==> src/rtl/nvrtc_regs.vh <==
// Functional notes
// - Address stable; write-enable recovers before next.
// - Output enable high during every write.
// - Unlock opens with one read cycle.
// - Key C5 3A A3 5C twice, LSB first.
// - Registers handled in whole bytes only.
`ifndef NVRTC_REGS_VH
`define NVRTC_REGS_VH
`define NVRTC_KEY            64'h5ca3_3ac5_5ca3_3ac5
`define NVRTC_KEY_BITS       64
`define NVRTC_XFER_BITS      64
`define NVRTC_REG_HOURS      3
`define NVRTC_REG_DAY        4
`define NVRTC_HOURS_12H_BIT  7
`define NVRTC_HOURS_PM_BIT   5
`define NVRTC_DAY_ABORT_BIT  4
`define NVRTC_DAY_OSC_BIT    5
`define NVRTC_DAY_RESET      8'h30
`define NVRTC_CMD_RAM_RD     2'h0
`define NVRTC_CMD_RAM_WR     2'h1
`define NVRTC_CMD_CLK_RD     2'h2
`define NVRTC_CMD_CLK_WR     2'h3
`define NVRTC_T_SETUP_NS     30
`define NVRTC_T_PULSE_NS     70
`define NVRTC_T_RECOV_NS     20
`define NVRTC_CLK_MHZ        100
`define NVRTC_CYC(ns)        (((ns) * `NVRTC_CLK_MHZ + 999) / 1000)
`endif

==> src/rtl/nvrtc_host.v <==
`timescale 1ns/1ps
`include "nvrtc_regs.vh"
module nvrtc_host #(
  parameter AW = 19
) (
  // Clock and reset.
  input  wire          sys_clk_i,
  input  wire          rst_b_i,
  // User command.
  input  wire          cmd_valid_i,
  output wire          cmd_ready_o,
  input  wire [1:0]    cmd_op_i,
  input  wire [AW-1:0] cmd_addr_i,
  input  wire [7:0]    cmd_wdata_i,
  input  wire [63:0]   cmd_clk_wdata_i,
  // RAM read answers through the FIFO; clock read answers on clk_rdata_o.
  output wire          rsp_valid_o,
  input  wire          rsp_ready_i,
  output wire [7:0]    rsp_data_o,
  output reg  [63:0]   clk_rdata_o,
  output reg           clk_done_o,
  // Device pins.
  output reg  [AW-1:0] address_lines_o,
  output reg           ce_b_o,
  output reg           oe_b_o,
  output reg           we_b_o,
  input  wire [7:0]    dq_i,
  output reg  [7:0]    dq_o,
  output reg           dq_oe_o,
  input  wire          power_ok_i
);
  // Counts are worked out as integers, then cut to the four bits that the timer holds.
  localparam integer NSET_W = `NVRTC_CYC(`NVRTC_T_SETUP_NS);
  localparam integer NPUL_W = `NVRTC_CYC(`NVRTC_T_PULSE_NS);
  localparam integer NREC_W = `NVRTC_CYC(`NVRTC_T_RECOV_NS);
  localparam [3:0] NSET = NSET_W[3:0];
  localparam [3:0] NPUL = NPUL_W[3:0];
  localparam [3:0] NREC = NREC_W[3:0];
  localparam [4:0] S_IDLE = 5'h01;
  localparam [4:0] S_SET  = 5'h02;
  localparam [4:0] S_PUL  = 5'h04;
  localparam [4:0] S_REC  = 5'h08;
  localparam [4:0] S_NEXT = 5'h10;
  localparam [1:0] PH_SINGLE = 2'h0;
  localparam [1:0] PH_OPEN   = 2'h1;
  localparam [1:0] PH_KEY    = 2'h2;
  localparam [1:0] PH_DATA   = 2'h3;
  reg [4:0]    st_q;
  reg [3:0]    tmr_q;
  reg [1:0]    ph_q;
  reg [6:0]    idx_q;
  reg          rd_q;
  reg          clkop_q;
  reg          rdsel_q;
  reg [63:0]   sh_q;
  reg [7:0]    wd_q;
  wire         f_ready;
  wire         f_push = st_q[2] && tmr_q == 4'h1 && rd_q && ph_q == PH_SINGLE;
  wire [63:0]  key = `NVRTC_KEY;
  nvrtc_fifo #(.WIDTH(8), .DEPTH(4), .AW(2)) u_fifo (
    .sys_clk_i   (sys_clk_i),
    .rst_b_i     (rst_b_i),
    .in_valid_i  (f_push),
    .in_ready_o  (f_ready),
    .in_data_i   (dq_i),
    .out_valid_o (rsp_valid_o),
    .out_ready_i (rsp_ready_i),
    .out_data_o  (rsp_data_o)
  );
  // Commands stall when the device is powered down or the answer FIFO is full.
  assign cmd_ready_o = st_q[0] && power_ok_i && f_ready;
  always @(posedge sys_clk_i) begin
    if (!rst_b_i) begin
      st_q            <= S_IDLE;
      tmr_q           <= 4'h0;
      ph_q            <= PH_SINGLE;
      idx_q           <= 7'h0;
      rd_q            <= 1'b0;
      clkop_q         <= 1'b0;
      sh_q            <= 64'h0;
      wd_q            <= 8'h00;
      address_lines_o <= {AW{1'b0}};
      ce_b_o          <= 1'b1;
      oe_b_o          <= 1'b1;
      we_b_o          <= 1'b1;
      dq_o            <= 8'h00;
      dq_oe_o         <= 1'b0;
      clk_rdata_o     <= 64'h0;
      clk_done_o      <= 1'b0;
    end else begin
      clk_done_o <= 1'b0;
      case (st_q)
        S_IDLE: begin
          if (cmd_valid_i && cmd_ready_o) begin
            address_lines_o <= cmd_addr_i;
            clkop_q         <= cmd_op_i[1];
            rd_q            <= (cmd_op_i == `NVRTC_CMD_RAM_RD) || cmd_op_i[1];
            ph_q            <= cmd_op_i[1] ? PH_OPEN : PH_SINGLE;
            sh_q            <= cmd_clk_wdata_i;
            wd_q            <= cmd_wdata_i;
            idx_q           <= 7'h0;
            tmr_q           <= NSET;
            st_q            <= S_SET;
          end
        end
        S_SET: begin
          // Output enable never falls during a write, so the data bus never fights the device.
          dq_oe_o <= !rd_q;
          dq_o    <= (ph_q == PH_KEY) ? {7'h0, key[idx_q[5:0]]} :
                     (ph_q == PH_DATA) ? {7'h0, sh_q[0]} : wd_q;
          ce_b_o  <= 1'b0;
          if (tmr_q == 4'h1) begin
            oe_b_o <= !rd_q;
            we_b_o <= rd_q;
            tmr_q  <= NPUL;
            st_q   <= S_PUL;
          end else begin
            tmr_q <= tmr_q - 4'h1;
          end
        end
        S_PUL: begin
          if (tmr_q == 4'h1) begin
            if (ph_q == PH_DATA) begin
              sh_q <= {(rd_q ? dq_i[0] : sh_q[0]), sh_q[63:1]};
            end
            ce_b_o <= 1'b1;
            oe_b_o <= 1'b1;
            we_b_o <= 1'b1;
            tmr_q  <= NREC;
            st_q   <= S_REC;
          end else begin
            tmr_q <= tmr_q - 4'h1;
          end
        end
        S_REC: begin
          dq_oe_o <= 1'b0;
          if (tmr_q == 4'h1) begin
            st_q <= S_NEXT;
          end else begin
            tmr_q <= tmr_q - 4'h1;
          end
        end
        S_NEXT: begin
          st_q  <= S_SET;
          tmr_q <= NSET;
          case (ph_q)
            PH_OPEN: begin
              // Key writes also land in RAM at the given scratch address.
              ph_q  <= PH_KEY;
              rd_q  <= 1'b0;
              idx_q <= 7'h0;
            end
            PH_KEY: begin
              if (idx_q == `NVRTC_KEY_BITS - 1) begin
                ph_q  <= PH_DATA;
                rd_q  <= clkop_q && rdsel_q;
                idx_q <= 7'h0;
              end else begin
                idx_q <= idx_q + 7'h1;
              end
            end
            PH_DATA: begin
              if (idx_q == `NVRTC_XFER_BITS - 1) begin
                // Back to plain memory mode; another clock access repeats the unlock.
                clk_rdata_o <= sh_q;
                clk_done_o  <= 1'b1;
                ph_q        <= PH_SINGLE;
                st_q        <= S_IDLE;
              end else begin
                idx_q <= idx_q + 7'h1;
              end
            end
            default: begin
              st_q <= S_IDLE;
            end
          endcase
        end
        default: begin
          st_q <= S_IDLE;
        end
      endcase
    end
  end
  always @(posedge sys_clk_i) begin
    if (!rst_b_i) begin
      rdsel_q <= 1'b0;
    end else if (st_q[0] && cmd_valid_i && cmd_ready_o) begin
      rdsel_q <= (cmd_op_i == `NVRTC_CMD_CLK_RD);
    end
  end
endmodule // nvrtc_host

==> src/rtl/nvrtc_fifo.v <==
`timescale 1ns/1ps
module nvrtc_fifo #(
  parameter WIDTH = 8,
  parameter DEPTH = 4,
  parameter AW    = 2
) (
  // Clock and reset.
  input  wire             sys_clk_i,
  input  wire             rst_b_i,
  // Fill side.
  input  wire             in_valid_i,
  output wire             in_ready_o,
  input  wire [WIDTH-1:0] in_data_i,
  // Drain side.
  output wire             out_valid_o,
  input  wire             out_ready_i,
  output wire [WIDTH-1:0] out_data_o
);
  reg [WIDTH-1:0] mem_q [0:DEPTH-1];
  reg [AW-1:0]    wr_q;
  reg [AW-1:0]    rd_q;
  reg [AW:0]      cnt_q;
  wire            push = in_valid_i && in_ready_o;
  wire            pop  = out_valid_o && out_ready_i;
  assign in_ready_o  = (cnt_q != DEPTH[AW:0]);
  assign out_valid_o = (cnt_q != {(AW+1){1'b0}});
  assign out_data_o  = mem_q[rd_q];
  always @(posedge sys_clk_i) begin
    if (push) begin
      mem_q[wr_q] <= in_data_i;
    end
    if (!rst_b_i) begin
      wr_q  <= {AW{1'b0}};
      rd_q  <= {AW{1'b0}};
      cnt_q <= {(AW+1){1'b0}};
    end else begin
      if (push) begin
        wr_q <= (wr_q == DEPTH[AW-1:0] - 1'b1) ? {AW{1'b0}} : wr_q + 1'b1;
      end
      if (pop) begin
        rd_q <= (rd_q == DEPTH[AW-1:0] - 1'b1) ? {AW{1'b0}} : rd_q + 1'b1;
      end
      cnt_q <= cnt_q + {{AW{1'b0}}, push} - {{AW{1'b0}}, pop};
    end
  end
endmodule // nvrtc_fifo

==> config.mk <==
export PLATFORM = sky130hd
export DESIGN_NAME = nvrtc_host
export DESIGN_NICKNAME = d
export VERILOG_FILES = /design/src/rtl/nvrtc_host.v /design/src/rtl/nvrtc_fifo.v
export VERILOG_INCLUDE_DIRS = /design/src /design/src/rtl
export SDC_FILE = /design/constraint.sdc
export NUM_CORES = 1
export LEC_CHECK = 0
export BUFFER_PORTS_ARGS = -buffer_cell sky130_fd_sc_hd__buf_2
export CAP_MARGIN = 5
export CORE_AREA = 10 10 201 156
export CTS_CLUSTER_DIAMETER = 60
export CTS_CLUSTER_SIZE = 10
export DETAILED_ROUTE_END_ITERATION = 16
export DIE_AREA = 0 0 211 166
export GPL_ROUTABILITY_DRIVEN = 0
export HOLD_SLACK_MARGIN = 0.05
export PLACE_DENSITY = 0.56
export SLEW_MARGIN = 5
export SYNTH_ARGS = -nofsm -noshare
export SYNTH_HDL_FRONTEND = slang
export SYNTH_HIERARCHICAL = 1
export SYNTH_SLANG_ARGS = --single-unit
==> constraint.sdc <==
create_clock -name sys_clk_i -period 3.5 [get_ports sys_clk_i]
set_input_delay 0.525 -clock sys_clk_i [delete_from_list [all_inputs] [get_ports sys_clk_i]]
set_output_delay 0.525 -clock sys_clk_i [all_outputs]
set_load 0.02 [all_outputs]
Word-level counts from Yosys, hierarchy flattened --
Memory sizes are Yosys's and may differ from the RTL's. A register that Yosys moved wholly into a read port is not among the register bits. Cells that the tools add are included.
Storage, ports and cells: register bits after elaboration 196, memory bits (writable) 32, memory bits (read-only) 64, bits of input ports 106, word-level logic and storage cells 138, memories 2
Memory list:
- (no name shown) | depth 64, width 1, rd ports 1, clocked after Yosys merged registers in 1, write ports 0, line nvrtc_host.v:109 | dq_o <= (ph_q == PH_KEY) ? {7'h0, key[idx_q[5:0]]} :
- u_fifo.mem_q | depth 4, width 8, rd ports 1, clocked after Yosys merged registers in 1, write ports 1, line nvrtc_fifo.v:19 | reg [WIDTH-1:0] mem_q [0:DEPTH-1];
Operators by class: $add $sub $neg 6, magnitude comparators 1, eq/ne operators 25, muxes and demuxes 51, reduce and logical (&&, ||, !) cells 33
Operator list (count):
- two-way mux 64 bit | 3
- one-hot mux 64 bit (2 select lines) | 1
- one-hot mux 5 bit (5 select lines) | 1
- two-way mux 7 bit | 3
- one-hot mux 7 bit (3 select lines) | 1
- two-way mux 5 bit | 4
- one-hot mux 4 bit (5 select lines) | 1
- two-way mux 2 bit | 8
- two-way mux 4 bit | 4
- two-way mux 8 bit | 2
- AND reduction 4 bit | 4
- one-hot mux 7 bit (2 select lines) | 1
- two-way mux 6 bit | 2
- inequality test 2 bit, second input constant | 6
- inequality test 3 bit, second input constant | 4
- one-hot mux 1 bit (2 select lines) | 6
- AND reduction 3 bit | 4
- logical AND 1 bit | 11
- two-way mux 1 bit | 11
- == test 2 bit, second input constant | 5
- one-hot mux 2 bit (2 select lines) | 2
- nonzero test 2 bit | 4
- adder 7 x 1 -> 7 bit, second input constant | 1
- == test 7 x 6 -> 1 bit, second input constant | 1
- other kinds (23) | 26

Logic depth before layout (Yosys ltp) --
depth in word-level cells 7, gate-level depth with buffers 14

Cells and area by module --
The synthesis kept the hierarchy.
By module, submodules not included:
- nvrtc_host | instances 1, cells each 927, area an instance 7781.2 µm², seq. area each 3803.6 µm²
- nvrtc_fifo | instances 1, cells each 94, area an instance 1639.1 µm², seq. area each 1141.1 µm²

Least setup slack after synthesis --
OpenSTA, ideal clock, no wires.
path kind register to register, start point register u_fifo.cnt_q[1], end point register (tool-made name), setup time 125 ps, data arrival time 2655 ps, data required time 3375 ps, slack 721 ps, cell stages (with the launch flop) 11, buffers on the path 2, period minus slack after synthesis 2779 ps, cells stage by stage dfxtp_1 > or3b_1 > buf_6 > nand4_2 > or4b_1 > clkbuf_2 > a221o_1 > o211a_1 > or4_1 > nand4_1 > xnor2_1
RTL lines:
- start: declaration | line nvrtc_fifo.v:22 | reg [AW:0] cnt_q;
- start signal: assignment | line nvrtc_fifo.v:35 | cnt_q <= {(AW+1){1'b0}};
- start signal: assignment | line nvrtc_fifo.v:43 | cnt_q <= cnt_q + {{AW{1'b0}}, push} - {{AW{1'b0}}, pop};

==> results.py <==
metrics = {
    "finish": {
        "nNetsFinal": 1324,
        "final_cell_mix": "nand2_1, buf_2, dfxtp_1, a21oi_1, nor2_1",
        "fin_area_um2": 11600,
        "drive_above_1_share_pct": 22.9,
        "layout_commonest_cell": "nand2_1",
        "area_growth_pct": 22.6,
    },
    "pwr": {
        "p_clk_share_pct": 36.6,
        "switchingPower_uw": 1850,
        "ir_worst_vdd_v": 0.000339,
        "intPower_uw": 4750,
        "netSwitchingFraction_pct": 28.0,
        "power_per_cell_area_nw_per_um2": 571,
        "pwr-share-seq_pct": 47.4,
        "leakage_uw": 0.00490,
        "combPwrFrac_pct": 16.0,
    },
    "setup_path": {
        "critical_path_peak_fanout": 32,
        "critPathKind": "register to register",
        "crit_arrival_ps": 3510,
        "critical_path_required_ps": 3950,
        "start_kind": "register",
        "critPathCaptureType": "register",
    },
    "global_routing": {
        "grt_max_degree": 137,
        "grt-ovfl-total": 0,
        "track_usage_pct": 14.3,
        "antenna_found_initial": 6,
        "grt_pass1_wl_um": 41400,
        "grt_pass1_vias": 7452,
    },
    "clocking": {
        "cts_tree": "done",
        "cts_resized": 0,
        "root_buffer": "clkbuf_16",
        "clk_pin_slew_ps": 60,
        "cts_hold_buf": 0,
        "cts_buffers": 27,
        "htree_levels": 1,
        "worstSkewPairLatency_ps": 530,
        "clockBufferDepth": 3,
        "post_cts_buffers": 0,
        "cts.sink_count": 231,
    },
    "timing": {
        "fmax_mhz": 327,
        "finalSetupViolCount": 0,
        "finalHoldViolCount": 0,
        "worst_slew_pin_slew_ps": 743,
        "holdWs_ps": 222,
        "fin_worst_skew_ps": 14.8,
        "period_needed_ps": 3050,
        "rsz0062_at_grt": "false",
        "fin_crit_sh_pct": 87.3,
        "slew_headroom_pct": 50.3,
        "finalSetupTns_ps": 0,
        "slew_violations": 0,
    },
    "die": {
        "die_area_um2": 35000,
        "row_count": 53,
        "io-pin-count": 212,
        "start_util_pct": 34.3,
        "fp.dieW_um": 211,
        "core_um2": 27500,
        "dieHeight_um": 166,
    },
    "routing": {
        "wl_per_cell_um": 16.8,
        "drtIter0Drc": 424,
        "drtPass1Iterations": 5,
        "via_per_inst": 4.95,
        "ant_nets": 0,
        "drt_wl_total_um": 26300,
        "vias": 7755,
        "drcViolationCount": 0,
    },
    "synth": {
        "synth_nets": 1144,
        "synth_cell_types": 60,
        "postSynthAreaPerCell_um2": 9.23,
        "async_reset_ff_share_pct": 0,
        "synthCells": 1021,
        "synth-seq-cells": 231,
        "syn_area_um2": 9420,
        "synth_edf_count": 32,
        "yosys_warnings": 6,
        "synth_ff_type": "dfxtp_1",
        "yosysSeqAreaShare_pct": 52.5,
    },
    "flow_run": {
        "max_cap_violations": 0,
    },
    "place": {
        "place_area_um2": 10800,
        "portBuffers": 211,
        "dpl.hpwl_um": 17700,
    },
    "outcome": {
        "outcome": "finished, final reports clean",
    },
    "worst_hold_path": {
        "holdCritPathClass": "input port to register",
    },
}
[per-layer routing]
layer | vias up | track usage, % | routed length, um | part of all wire, %
met5 | - | 0 | 32 | 0.12
met4 | 6 | 2.86 | 461 | 1.8
met3 | 41 | 4.81 | 2100 | 8.0
met2 | 200 | 22.8 | 11900 | 45
met1 | 3600 | 18.4 | 11800 | 45
li1 | 3908 | - | - | -
[critical path: stages (launching register included)]
cell      delay, ps
dfxtp_1         380
or3b_1          490
nand4_2         220
or4b_1          160
buf_4           370
o21a_1          330
o221ai_1        260
or4_1           540
nand4_1         120
xnor2_1         120
[sequential cells by signal (all words and copies together), names as in the netlist, named ones only]
| name | count |
|---|---|
| dq_o | 8 |
| u_fifo/cnt_q | 3 |
| rdsel_q | 1 |
| wd_q | 8 |
| address_lines_o | 19 |
| we_b_o | 1 |
| oe_b_o | 1 |
| clk_done_o | 1 |
| ce_b_o | 1 |
| sh_q | 64 |
| rd_q | 1 |
| idx_q | 7 |
| tmr_q | 4 |
| u_fifo/rd_q | 2 |
| ph_q | 2 |
| st_q | 5 |
| u_fifo/wr_q | 2 |
| clk_rdata_o | 64 |
| dq_oe_o | 1 |
| u_fifo/mem_q | 32 |
| clkop_q | 1 |
[worst paths after layout]
path / startpoint / end / slack, ps / cells after the start
worst min-delay path: dq_i[2] / u_fifo/mem_q[0][2]$_DFFE_PP_ / 220 / 1
worst min register to register: address_lines_o[9]$_SDFFE_PN0P_ / address_lines_o[9]$_SDFFE_PN0P_ / 450 / 2
worst max register to register: u_fifo/cnt_q[2]$_SDFF_PN0_ / register / 450 / 9
worst max-delay path: u_fifo/cnt_q[2]$_SDFF_PN0_ / register / 450 / 9
[power groups by stage]
stage | logic (uW) | registers [uW] | clock network [uW]
floorplan | 776 | 3130 | 0
global placement | 1050 | 3180 | 0
detailed placement | 1070 | 3180 | 0
CTS | 1070 | 3130 | 2510
global route | 1190 | 3170 | 2610
finish | 1060 | 3130 | 2410
[cell families after synthesis]
group / Yosys count / synth area share, %
simple gates: 370 / 16.5
buf+inv: 90 / 3.81
flops: 231 / 52.5
fa+ha+maj: 17 / 2.34
compound gates: 229 / 14.9
xor+xnor: 5 / 0.465
mux: 79 / 9.46
[final cells by class]
class                   count  area, um2
diodes                      3       7.51
clock buffers              33        698
clock inverters             2       17.5
fillers                  2758      15900
inverters                  15       61.3
multi-input cells         700       4150
flip-flops and latches    231       4940
well taps                 357        447
repair buffers            226       1230
[synthesized netlist by cell type, drive strengths merged (15+ instances only)]
cell type	n	area, um2
a211oi	66	495
a21oi	113	566
clkbuf	69	260
dfxtp	199	3980
edfxtp	32	961
ha	16	200
inv	15	56.3
mux2i	71	711
nand2	219	822
nand3	16	80.1
nor2	89	334
o21ai	21	105
[metrics by stage]
stage,cells,total power [uW],worst slack (ps),util (%)
after global routing,1565,6960,169,42.1
after CTS,1564,6700,456,42.1
after floorplan,1021,3900,721,-
final,1567,6600,446,42.1
after detailed placement,1529,4250,466,39.4
after global placement,1529,4230,593,39.4
(Power assumes the default switching activity.)
